`config.mk`:
```
export PLATFORM = sky130hd
export DESIGN_NAME = srb_regs
export DESIGN_NICKNAME = d
export VERILOG_FILES = /design/src/hdl/scb_pkg.sv /design/src/hdl/scb_regs.sv
export SDC_FILE = /design/constraint.sdc
export NUM_CORES = 1
export LEC_CHECK = 0
export ABC_AREA = 1
export ABC_CLOCK_PERIOD_IN_PS = 11100
export CAP_MARGIN = 30
export CORE_AREA = 5 5 315 317
export DETAILED_ROUTE_END_ITERATION = 12
export DIE_AREA = 0 0 320 322
export DONT_BUFFER_PORTS = 1
export PLACE_DENSITY_LB_ADDON = 0.05
export RECOVER_POWER = 100
export SYNTH_ARGS = -nofsm -noshare
export SYNTH_HDL_FRONTEND = slang
export SYNTH_SLANG_ARGS = --single-unit
```
`constraint.sdc`:
```
create_clock -name clk -period 11.1 [get_ports clk]
set_clock_uncertainty 0.05 [all_clocks]
set_input_delay 1.665 -clock clk [delete_from_list [all_inputs] [get_ports clk]]
set_output_delay 1.665 -clock clk [all_outputs]
set_load 0.05 [all_outputs]
```
`src/hdl/scb_pkg.sv`:
```
package srb_pkg;

  typedef enum logic [1:0] {
    SRB_SIZE_BYTE,
    SRB_SIZE_HALF,
    SRB_SIZE_WORD
  } srb_size_type;

  typedef struct packed {
    logic         rd;
    logic         wr;
    logic         priv;
    logic         secure;
    srb_size_type size;
    logic [31:0]  addr;
    logic [31:0]  wdata;
  } srb_bus_req_type;

  typedef struct packed {
    logic valid;
    logic priv;
    logic secure;
  } srb_fp_req_type;

  typedef struct packed {
    logic [31:0] status_set;
    logic [31:0] hard_set;
    logic        mem_addr_valid;
    logic        bus_addr_valid;
    logic [31:0] addr;
  } srb_fault_type;

  localparam logic [31:0] ADDR_AUX_CTRL   = 32'hE000_E008;
  localparam logic [31:0] ADDR_PROC_ID    = 32'hE000_ED00;
  localparam logic [31:0] ADDR_FAULT_STAT = 32'hE000_ED28;
  localparam logic [31:0] ADDR_MEM_STAT   = 32'hE000_ED28;
  localparam logic [31:0] ADDR_BUS_STAT   = 32'hE000_ED29;
  localparam logic [31:0] ADDR_USE_STAT   = 32'hE000_ED2A;
  localparam logic [31:0] ADDR_HARD_STAT  = 32'hE000_ED2C;
  localparam logic [31:0] ADDR_MEM_ADDR   = 32'hE000_ED34;
  localparam logic [31:0] ADDR_BUS_ADDR   = 32'hE000_ED38;
  localparam logic [31:0] ADDR_AUX_FAULT  = 32'hE000_ED3C;
  localparam logic [31:0] ADDR_FP_PRIV    = 32'hE000_ED88;
  localparam logic [31:0] ADDR_NS_FP      = 32'hE000_ED8C;

  localparam int NUM_PLAIN    = 9;
  localparam int IDX_APP_RST  = 3;
  localparam int IDX_CFG_CTRL = 5;
  localparam logic [31:0] PLAIN_ADDR [NUM_PLAIN] = '{
    32'hE000_ED04, 32'hE000_ED08, 32'hE000_ED10, 32'hE000_ED0C,
    32'hE000_ED20, 32'hE000_ED14, 32'hE000_ED18, 32'hE000_ED1C,
    32'hE000_ED24};
  localparam logic [31:0] PLAIN_RESET [NUM_PLAIN] = '{
    32'h0000_0000, 32'h0000_0000, 32'h0000_0000, 32'hFA05_0000,
    32'h0000_0000, 32'h0000_0201, 32'h0000_0000, 32'h0000_0000,
    32'h0000_0000};

  localparam logic [31:0] AUX_CTRL_RESET = 32'h0000_0000;
  localparam logic [31:0] FAULT_RESET    = 32'h0000_0000;
  localparam logic [1:0]  FP_RESET       = 2'h0;
  localparam logic        NS_FP_RESET    = 1'b0;

  localparam int FP_PRIM_LSB = 20;
  localparam int FP_SEC_LSB  = 22;
  localparam int NS_PRIM_BIT = 10;
  localparam int NS_SEC_BIT  = 11;

  localparam logic [1:0] FP_DENY      = 2'h0;
  localparam logic [1:0] FP_PRIV_ONLY = 2'h1;
  localparam logic [1:0] FP_FULL      = 2'h3;

endpackage

```
`src/hdl/scb_regs.sv`:
```
`timescale 1ns/1ps
// Behaviour
// - Auxiliary fault status reads zero, ignores writes
// - Fault status subregisters by byte and halfword
// - Primary field 11 grants full FP access
// - Two restrictive settings raise no-coprocessor fault
// - Field gates FP instructions and registers
// - Secondary FP field has no effect
// - Secondary field readback defined only when matching
// - FP privilege register banked per security state
// - Nonsecure access register is one shared copy
// - Auxiliary control banked per security state
// - One bit gates nonsecure FP access
// - Auxiliary control resets to zero
// - Config control resets to 0x00000201
// - Interrupt/reset control resets to FA050000
// - Memory fault address has no reset
// - Identification register read-only, fixed code
module srb_regs
  import srb_pkg::*;
#(
  parameter bit          HAS_SECURITY = 1'b1,
  // Arbitrary neutral identification value
  parameter logic [31:0] PROC_ID      = 32'h0000_1234
) (
  input  wire logic            clk,
  input  wire logic            reset_n,
  input  wire srb_bus_req_type bus_req,
  output logic [31:0]          rdata,
  output logic                 access_fault,
  input  wire srb_fp_req_type  fp_req,
  output logic                 fp_grant,
  output logic                 no_coprocessor_fault,
  input  wire srb_fault_type   fault_in
);

  //////////////////////////////////////////////////////////////////////
  // Access decode

  logic        access;
  logic        misaligned;
  logic        refuse;
  logic        wr_ok;
  logic        rd_ok;
  logic [1:0]  lane_off;
  logic [3:0]  lanes;
  logic [31:0] wmask;
  logic [31:0] wdata_sh;
  logic        bank;
  logic [29:0] waddr;

  assign access   = bus_req.rd | bus_req.wr;
  assign lane_off = bus_req.addr[1:0];
  assign waddr    = bus_req.addr[31:2];
  assign bank     = HAS_SECURITY & bus_req.secure;

  always_comb begin
    unique case (bus_req.size)
      SRB_SIZE_BYTE: misaligned = 1'b0;
      SRB_SIZE_HALF: misaligned = lane_off[0];
      SRB_SIZE_WORD: misaligned = |lane_off;
      default:       misaligned = 1'b1;
    endcase
  end

  // Refused accesses leave every register untouched
  assign refuse = access & (~bus_req.priv | misaligned);
  assign wr_ok  = bus_req.wr & ~refuse;
  assign rd_ok  = bus_req.rd & ~refuse;

  always_comb begin
    unique case (bus_req.size)
      SRB_SIZE_BYTE: lanes = 4'h1 << lane_off;
      SRB_SIZE_HALF: lanes = 4'h3 << lane_off;
      default:       lanes = 4'hF;
    endcase
  end

  always_comb begin
    wmask = '0;
    for (int i = 0; i < 4; i++) begin
      wmask[8*i +: 8] = {8{lanes[i]}};
    end
  end

  // Narrow writes carry their data in the low bits
  assign wdata_sh = bus_req.wdata << {lane_off, 3'b000};

  function automatic logic hit(input logic [31:0] a);
    return waddr == a[31:2];
  endfunction

  function automatic logic [31:0] merge(input logic [31:0] old);
    return (old & ~wmask) | (wdata_sh & wmask);
  endfunction

  //////////////////////////////////////////////////////////////////////
  // Plain storage registers

  logic [31:0] plain [NUM_PLAIN];

  generate
    for (genvar g = 0; g < NUM_PLAIN; g++) begin : g_plain
      always_ff @(posedge clk) begin
        if (!reset_n) begin
          plain[g] <= PLAIN_RESET[g];
        end else if (wr_ok && hit(PLAIN_ADDR[g])) begin
          plain[g] <= merge(plain[g]);
        end
      end
    end
  endgenerate

  //////////////////////////////////////////////////////////////////////
  // Banked auxiliary control and FP privilege

  logic [31:0] aux_ctrl [2];
  logic [1:0]  fp_prim  [2];
  logic [1:0]  fp_sec   [2];
  logic [31:0] fp_word;

  assign fp_word = merge({8'h00, fp_sec[bank], fp_prim[bank], 20'h0});

  generate
    for (genvar b = 0; b < 2; b++) begin : g_bank
      always_ff @(posedge clk) begin
        if (!reset_n) begin
          aux_ctrl[b] <= AUX_CTRL_RESET;
        end else if (wr_ok && hit(ADDR_AUX_CTRL) && bank == b) begin
          aux_ctrl[b] <= merge(aux_ctrl[b]);
        end
      end

      always_ff @(posedge clk) begin
        if (!reset_n) begin
          fp_prim[b] <= FP_RESET;
          fp_sec[b]  <= FP_RESET;
        end else if (wr_ok && hit(ADDR_FP_PRIV) && bank == b) begin
          // Secondary kept as written; mismatch readback is undefined
          fp_prim[b] <= fp_word[FP_PRIM_LSB +: 2];
          fp_sec[b]  <= fp_word[FP_SEC_LSB +: 2];
        end
      end
    end
  endgenerate

  //////////////////////////////////////////////////////////////////////
  // Shared nonsecure FP access

  logic        ns_prim;
  logic        ns_sec;
  logic [31:0] ns_word;

  assign ns_word = merge({20'h0, ns_sec, ns_prim, 10'h0});

  always_ff @(posedge clk) begin
    if (!reset_n) begin
      ns_prim <= NS_FP_RESET;
      ns_sec  <= NS_FP_RESET;
    end else if (wr_ok && hit(ADDR_NS_FP)) begin
      ns_prim <= ns_word[NS_PRIM_BIT];
      ns_sec  <= ns_word[NS_SEC_BIT];
    end
  end

  //////////////////////////////////////////////////////////////////////
  // Fault status and address

  logic [31:0] fault_stat;
  logic [31:0] hard_stat;
  logic [31:0] mem_addr;
  logic [31:0] bus_addr;

  // Write one clears; a new fault in the same cycle wins
  always_ff @(posedge clk) begin
    if (!reset_n) begin
      fault_stat <= FAULT_RESET;
    end else begin
      fault_stat <= (fault_stat
                     & ~((wr_ok && hit(ADDR_FAULT_STAT)) ?
                         (wdata_sh & wmask) : 32'h0000_0000))
                    | fault_in.status_set;
    end
  end

  always_ff @(posedge clk) begin
    if (!reset_n) begin
      hard_stat <= FAULT_RESET;
    end else begin
      hard_stat <= (hard_stat
                    & ~((wr_ok && hit(ADDR_HARD_STAT)) ?
                        (wdata_sh & wmask) : 32'h0000_0000))
                   | fault_in.hard_set;
    end
  end

  // Address holders are data only, so no reset is spent on them
  always_ff @(posedge clk) begin
    if (fault_in.mem_addr_valid) begin
      mem_addr <= fault_in.addr;
    end else if (wr_ok && hit(ADDR_MEM_ADDR)) begin
      mem_addr <= merge(mem_addr);
    end
  end

  always_ff @(posedge clk) begin
    if (fault_in.bus_addr_valid) begin
      bus_addr <= fault_in.addr;
    end else if (wr_ok && hit(ADDR_BUS_ADDR)) begin
      bus_addr <= merge(bus_addr);
    end
  end

  //////////////////////////////////////////////////////////////////////
  // Read path

  logic [31:0] rd_word;
  logic [31:0] rd_shift;
  logic [31:0] next_rdata;

  always_comb begin
    rd_word = 32'h0000_0000;
    for (int i = 0; i < NUM_PLAIN; i++) begin
      if (hit(PLAIN_ADDR[i])) begin
        rd_word = plain[i];
      end
    end
    if (hit(ADDR_PROC_ID))    rd_word = PROC_ID;
    if (hit(ADDR_AUX_CTRL))   rd_word = aux_ctrl[bank];
    if (hit(ADDR_FAULT_STAT)) rd_word = fault_stat;
    if (hit(ADDR_HARD_STAT))  rd_word = hard_stat;
    if (hit(ADDR_MEM_ADDR))   rd_word = mem_addr;
    if (hit(ADDR_BUS_ADDR))   rd_word = bus_addr;
    if (hit(ADDR_FP_PRIV)) begin
      rd_word = {8'h00, fp_sec[bank], fp_prim[bank], 20'h0};
    end
    if (hit(ADDR_NS_FP)) begin
      rd_word = {20'h0, ns_sec, ns_prim, 10'h0};
    end
  end

  assign rd_shift = rd_word >> {lane_off, 3'b000};

  always_comb begin
    unique case (bus_req.size)
      SRB_SIZE_BYTE: next_rdata = {24'h0, rd_shift[7:0]};
      SRB_SIZE_HALF: next_rdata = {16'h0, rd_shift[15:0]};
      default:       next_rdata = rd_shift;
    endcase
  end

  always_ff @(posedge clk) begin
    if (!reset_n) begin
      rdata <= 32'h0000_0000;
    end else begin
      rdata <= rd_ok ? next_rdata : 32'h0000_0000;
    end
  end

  always_ff @(posedge clk) begin
    if (!reset_n) begin
      access_fault <= 1'b0;
    end else begin
      access_fault <= refuse;
    end
  end

  //////////////////////////////////////////////////////////////////////
  // FP permission check

  logic [1:0] fp_field;
  logic       fp_priv_ok;
  logic       fp_ns_ok;
  logic       fp_allow;

  // Only the primary field is consulted
  assign fp_field = fp_prim[HAS_SECURITY & fp_req.secure];

  always_comb begin
    unique case (fp_field)
      FP_FULL:      fp_priv_ok = 1'b1;
      FP_PRIV_ONLY: fp_priv_ok = fp_req.priv;
      // Reserved encoding treated as deny, the safe side
      default:      fp_priv_ok = 1'b0;
    endcase
  end

  assign fp_ns_ok = ~HAS_SECURITY | fp_req.secure | ns_prim;
  assign fp_allow = fp_priv_ok & fp_ns_ok;

  // One check covers instructions and register D0-D16 access alike
  always_ff @(posedge clk) begin
    if (!reset_n) begin
      fp_grant             <= 1'b0;
      no_coprocessor_fault <= 1'b0;
    end else begin
      fp_grant             <= fp_req.valid & fp_allow;
      no_coprocessor_fault <= fp_req.valid & ~fp_allow;
    end
  end

  logic [NUM_PLAIN-1:0] plain_written;

  always_ff @(posedge clk) begin
    if (!reset_n) begin
      plain_written <= '0;
    end else begin
      for (int i = 0; i < NUM_PLAIN; i++) begin
        if (wr_ok && hit(PLAIN_ADDR[i])) plain_written[i] <= 1'b1;
      end
    end
  end
endmodule // srb_regs

```
Word level (Yosys, flattened, before mapping)
Memories as Yosys holds them, arrays and structs flattened.
Index checks and enable logic that the tools add are counted.
{"block": "op_classes", "muxes": 82, "n_bitwise": 66, "n_reduce_logical": 25, "n_shift": 4, "div_mod_pow": 0, "add_sub_neg": 0, "n_eq_ne": 21, "n_mul": 0, "magnitude_cmp": 0}
{"op": "two-way mux 32 bit", "n": 34}
{"op": "AND 32 bit", "n": 16}
{"op": "== test 30 bit (second input constant)", "n": 17}
{"op": "OR 32 bit", "n": 15}
{"op": "inverter 32 bit", "n": 3}
{"op": "one-hot mux 32 bit (2 select lines)", "n": 1}
{"op": "two-way mux 1 bit", "n": 40}
{"op": "left shift 32 x 5 -> 32 bit", "n": 1}
{"op": "right shift 32 x 5 -> 32 bit", "n": 1}
{"op": "AND 24 bit", "n": 1}
{"op": "OR 24 bit", "n": 1}
{"op": "logical AND 1 bit", "n": 20}
{"op": "OR 1 bit", "n": 18}
{"op": "AND 12 bit", "n": 1}
{"op": "OR 12 bit", "n": 1}
{"op": "two-way mux 2 bit", "n": 4}
{"op": "one-hot mux 4 bit (2 select lines)", "n": 1}
{"op": "AND 1 bit", "n": 6}
{"op": "== test 2 x 1 -> 1 bit (second input constant)", "n": 2}
{"op": "== test 2 bit (second input constant)", "n": 2}
{"op": "inverter 1 bit", "n": 4}
{"op": "nonzero test 2 bit", "n": 2}
{"op": "left shift 1 x 2 -> 4 bit (first input constant)", "n": 1}
{"op": "left shift 2 x 2 -> 4 bit (first input constant)", "n": 1}
{"op": "other kinds (5)", "n": 5}
{"block": "totals", "register_bits": 165, "in_bits": 173, "mem_bits_ro": 0, "n_memories": 4, "ram_bits": 360, "latchBits": 0, "wordCells": 212}
{"memory": "plain", "depth": 9, "word_bits": 32, "read_ports": 9, "rd_clocked_by_memory_dff": 0, "wr": 9, "line": "scb_regs.sv:100", "source": "logic [31:0] plain [NUM_PLAIN];"}
{"memory": "aux_ctrl", "depth": 2, "word_bits": 32, "read_ports": 3, "rd_clocked_by_memory_dff": 0, "wr": 2, "line": "scb_regs.sv:117", "source": "logic [31:0] aux_ctrl [2];"}
{"memory": "fp_prim", "depth": 2, "word_bits": 2, "read_ports": 2, "rd_clocked_by_memory_dff": 0, "wr": 2, "line": "scb_regs.sv:118", "source": "logic [1:0] fp_prim [2];"}
{"memory": "fp_sec", "depth": 2, "word_bits": 2, "read_ports": 1, "rd_clocked_by_memory_dff": 0, "wr": 2, "line": "scb_regs.sv:119", "source": "logic [1:0] fp_sec [2];"}

Depth between registers and ports, before layout
{"block": "logic_depth", "ltp_word": 20, "mapped_depth": 27}

Worst setup path before layout
OpenSTA, ideal clock, no wires.
{"block": "synth_timing", "path_type": "input -> register", "start": "input port bus_req[32] (netlist name)", "end": "memory aux_ctrl[1][0] (enable)", "setup_slack_ps": 5389, "setup_time_ps": 470, "arrival_ps": 5192, "cell_stages": 7, "required_time_ps": 10580, "path_cell_list": "buf_2 nor2_1 o211ai_1 inv_1 nand2_1 clkbuf_1 o31ai_1"}
{"element": "start: declaration", "line": "scb_regs.sv:28", "source": "input wire srb_bus_req_type bus_req,"}
{"element": "end: declaration", "line": "scb_regs.sv:117"}

Final worst setup path
{"block": "layout_timing", "start": "input port bus_req[32] (netlist name)", "end": "register fault_stat[26]"}
{"block": "layout_between", "elab_chain_cells": 11, "elab_cells_between_ends": 16}
{"element": "OR reduction 2 bit", "line": "scb_regs.sv:61", "source": "SRB_SIZE_WORD: misaligned = |lane_off;"}
{"element": "one-hot mux 1 bit (3 select lines)", "line": "scb_regs.sv:58", "source": "unique case (bus_req.size)"}
{"element": "OR 1 bit", "line": "scb_regs.sv:67", "source": "assign refuse = access & (~bus_req.priv | misaligned);"}
{"element": "AND 1 bit", "line": "scb_regs.sv:67"}
{"element": "inverter 1 bit", "line": "scb_regs.sv:68", "source": "assign wr_ok = bus_req.wr & ~refuse;"}
{"element": "AND 1 bit", "line": "scb_regs.sv:68"}
{"element": "logical AND 1 bit", "line": "scb_regs.sv:180", "source": "& ~((wr_ok && hit(ADDR_FAULT_STAT)) ?"}
{"element": "two-way mux 32 bit (*)", "line": "scb_regs.sv:180"}
{"element": "inverter 32 bit (*)", "line": "scb_regs.sv:180"}
{"element": "AND 32 bit (*)", "line": "scb_regs.sv:180"}
{"element": "OR 32 bit (*)", "line": "scb_regs.sv:182", "source": "| fault_in.status_set;"}
{"element": "end signal: assignment", "line": "scb_regs.sv:179", "source": "fault_stat <= (fault_stat"}
{"element": "end: declaration", "line": "scb_regs.sv:169", "source": "logic [31:0] fault_stat;"}
Mark *: on every way between the ends. The rest lies on a longest branch, timed or not.
A chain may end at the register's enable or synchronous reset.

==> flow_metrics.py <==
metrics = {
    "status": {
        "status": "complete, but fails checks",
        "violations": "capacitance limit, slew limit",
    },
    "route": {
        "first_pass_iters": 6,
        "antenna_left": 0,
        "wl_per_cell_um": 24.9,
        "drt-total-wl_um": 121000,
        "vias": 25600,
        "drt_iter0_drc": 2239,
        "routed_via_density": 5.25,
        "drc_errors": 0,
    },
    "cts": {
        "post_cts_buffers": 0,
        "cts_sinks": 525,
        "cts_resized": 0,
        "numCtsBuffers": 69,
        "cts_tree": "done",
        "cts-root-buf": "clkbuf_16",
        "clockBufferDepth": 3,
        "path_clk_slew_ns": 0.06,
        "ctsHtreeMaxLevel": 3,
        "hold_buffers": 0,
        "clk_latency_ns": 0.62,
    },
    "logic_synthesis": {
        "synth_top_area_share_pct": 44.5,
        "syn_inst": 3645,
        "ys_seq_elements": 525,
        "synth_area_um2": 28600,
        "avgSynthCellArea_um2": 7.86,
        "ys_seq_area_share_pct": 51.5,
        "synth_ff_type": "edfxtp_1",
        "synth.most_common_cell": "nand2_1",
        "synthTopCellsByCount": "nand2_1 (1078), a21oi_1 (518), edfxtp_1 (424)",
        "synth_area_leader_cell": "edfxtp_1",
        "synthTopCellsByArea": "edfxtp_1 (44%), nand2_1 (14%), a21oi_1 (9.1%), dfxtp_1 (7.1%), o21ai_0 (5.2%)",
        "ys_types": 50,
        "syn_nets": 3818,
        "yosys_warnings": 0,
        "synthArstFlopShare_pct": 0,
        "synth_edf_count": 424,
    },
    "cells_and_area": {
        "multiInputGateArea_um2": 11600,
        "register_area_um2": 14800,
        "drive_gt1_share_pct": 5.48,
        "fill_cells": 10300,
        "synthToLayoutAreaGrowth_pct": 10.9,
        "nNetsFinal": 3717,
    },
    "floorplanning": {
        "rows": 114,
        "start_util_pct": 29.8,
        "fp.dieArea_um2": 103000,
        "num_io_pins": 208,
        "coreArea_um2": 96000,
        "die_h_um": 322,
        "die_width_um": 320,
    },
    "power_and_ir_drop": {
        "swShare_pct": 25.5,
        "power.share.sequential_pct": 48.0,
        "combPwrFrac_pct": 6.1,
        "vdd_drop_max_v": 0.0000898,
        "p_sw_w": 0.00120,
        "p_int_w": 0.00351,
        "power.total_w": 0.00471,
        "clkPwrFrac_pct": 46.0,
        "p_leak_nw": 12.2,
        "powerDensity_nw_per_um2": 148,
    },
    "global_route": {
        "grt_max_degree": 86,
        "antenna_found_initial": 0,
        "grt_usage_pct": 22.7,
        "grt.overflow.total": 0,
        "grt_pass1_vias": 24300,
        "grt_pass1_wl_um": 175000,
    },
    "setup_path": {
        "crit_path_max_incr_delay_ns": 1.92,
        "r2r_setup_slack_ns": 8.44,
        "cp-start-kind": "input port",
        "crit_arrival_ns": 8.04,
        "cp.required_ns": 11.58,
        "crit_chain": "inv_1, o21ai_0, a21oi_4, clkbuf_1, clkinv_1, nand2_1, clkbuf_1, o21ai_0, a21oi_1",
        "worstPathMaxFanout": 45,
        "crit-reg2reg-launch": "plain[1][20]",
        "cp_num_buf_inv": 4,
        "slowest_stage": "clkbuf_1",
        "end_kind": "register",
        "cp_top_family": "buffers and inverters",
        "crit_type": "in2reg",
        "r2r-end": "rdata[4]",
        "r2r_cells": 18,
    },
    "place": {
        "io_buffers": 0,
        "gp_congestion": 0.886,
        "dp_hpwl_um": 84100,
    },
    "timing": {
        "rsz0062_at_grt": "false",
        "fin_tns_setup_ns": 0,
        "setup_viol_count_final": 0,
        "worstMarginPinSlew_ns": 3.45,
        "fin_crit_sh_pct": 68.1,
        "period_minus_slack_ns": 7.56,
        "whs_ns": 0.426,
        "slew_headroom_pct": -130,
        "finalMaxSlewViolations": 919,
        "fmax_ghz": 0.132,
        "finalHoldViolations": 0,
    },
    "min_path": {
        "min_to": "fault_stat[3]",
        "hold_depth": 2,
        "hp-start": "fault_stat[3]",
        "hold_class": "reg2reg",
    },
    "flow_run": {
        "maxCapViolCount": 29,
    },
}
[layout make-up]
class | instances | share of cell area (%)
sequential | 525 | 46.5
tap | 1276 | 5.03
clock buffer | 94 | 5.96
multi-input combinational | 2526 | 36.6
inverter | 351 | 4.15
antenna | 1 | 0.00788
clock inverter | 31 | 0.701
timing repair buffer | 71 | 1.12
[power by group through the flow]
stage               clock, W  sequential [W]  combinational (W)
detailed placement         0         0.00230           0.000300
global route         0.00230         0.00227           0.000310
finish               0.00217         0.00226           0.000285
CTS                  0.00223         0.00226           0.000300
global placement           0         0.00230           0.000289
floorplan                  0         0.00229           0.000175
[routing by layer]
layer / vias up / share of wire, % / GRT usage (%)
li1: 12000 / - / -
met1: 12600 / 45 / 31.5
met2: 867 / 46 / 36.9
met3: 162 / 6.0 / 3.05
met4: 0 / 3.3 / 7.27
met5: - / 0 / 0
[cell families after synthesis]
kind of cell	after synthesis	share of synthesized area (%)
flip-flops	525	51.5
AND/OR/NAND/NOR	1602	23.4
AO/OA/AOI/OAI	910	16.5
multiplexers	14	0.489
buffers and inverters	594	8.16
[worst reg2reg max path, cell delays in order (launching register included)]
cell and delay, ns:
edfxtp_1 0.36, nand3_1 0.09, nand2_1 0.14, nor2_1 0.07, o21ai_1 0.18, nand2_1 0.16
nand2_1 0.12, nand2_1 0.07, nand2_1 0.07, nand2_1 0.07, nand2_1 0.11, nand2_1 0.08
nand2_1 0.11, nand2_1 0.09, nand2_1 0.21, nand3_1 0.15, a21oi_1 0.31, nor2_1 0.09
nor2_1 0.09
[worst max path at each step]
stage                      startpoint        endpoint  slack, ns  cells after the start
after global placement    bus_req[48]        rdata[4]       5.32                     24
final                     bus_req[32]  fault_stat[26]       3.54                      9
after floorplan           bus_req[32]  aux_ctrl[1][0]       5.39                      7
after CTS                 bus_req[48]        rdata[5]       5.93                     26
after global routing      bus_req[49]        rdata[4]       3.11                     20
after detailed placement  bus_req[48]        rdata[5]       5.28                     26
[through the flow]
step | setup slack (ns) | area (um2) | util, % | std cells
after floorplan | 5.39 | 28600 | - | 3645
after global placement | 5.32 | 29800 | 31.1 | 4736
after detailed placement | 5.28 | 30100 | 31.4 | 4748
after CTS | 5.93 | 32200 | 33.6 | 4873
after global routing | 3.11 | 31800 | 33.1 | 4874
final | 3.54 | 31800 | 33.1 | 4875
[layout by cell type (no fill, tap or decap), drive strengths merged]
cell	count
o22ai	4
diode	1
clkbuf	142
or2	42
dfxtp	101
nor4	6
and3	2
o211ai	13
a21oi	519
o21bai	12
mux2i	14
bufinv	2
clkinv	31
o31ai	7
o21a	1
o32a	1
edfxtp	424
nor3	25
nand4	40
a21o	1
a211oi	8
buf	23
nand3	152
nor3b	1
a22oi	16
a31oi	1
nor2	238
o21ai	325
o2111ai	2
inv	349
nand2	1087
nand3b	9
No activity file was read; power rests on OpenSTA's default activity.
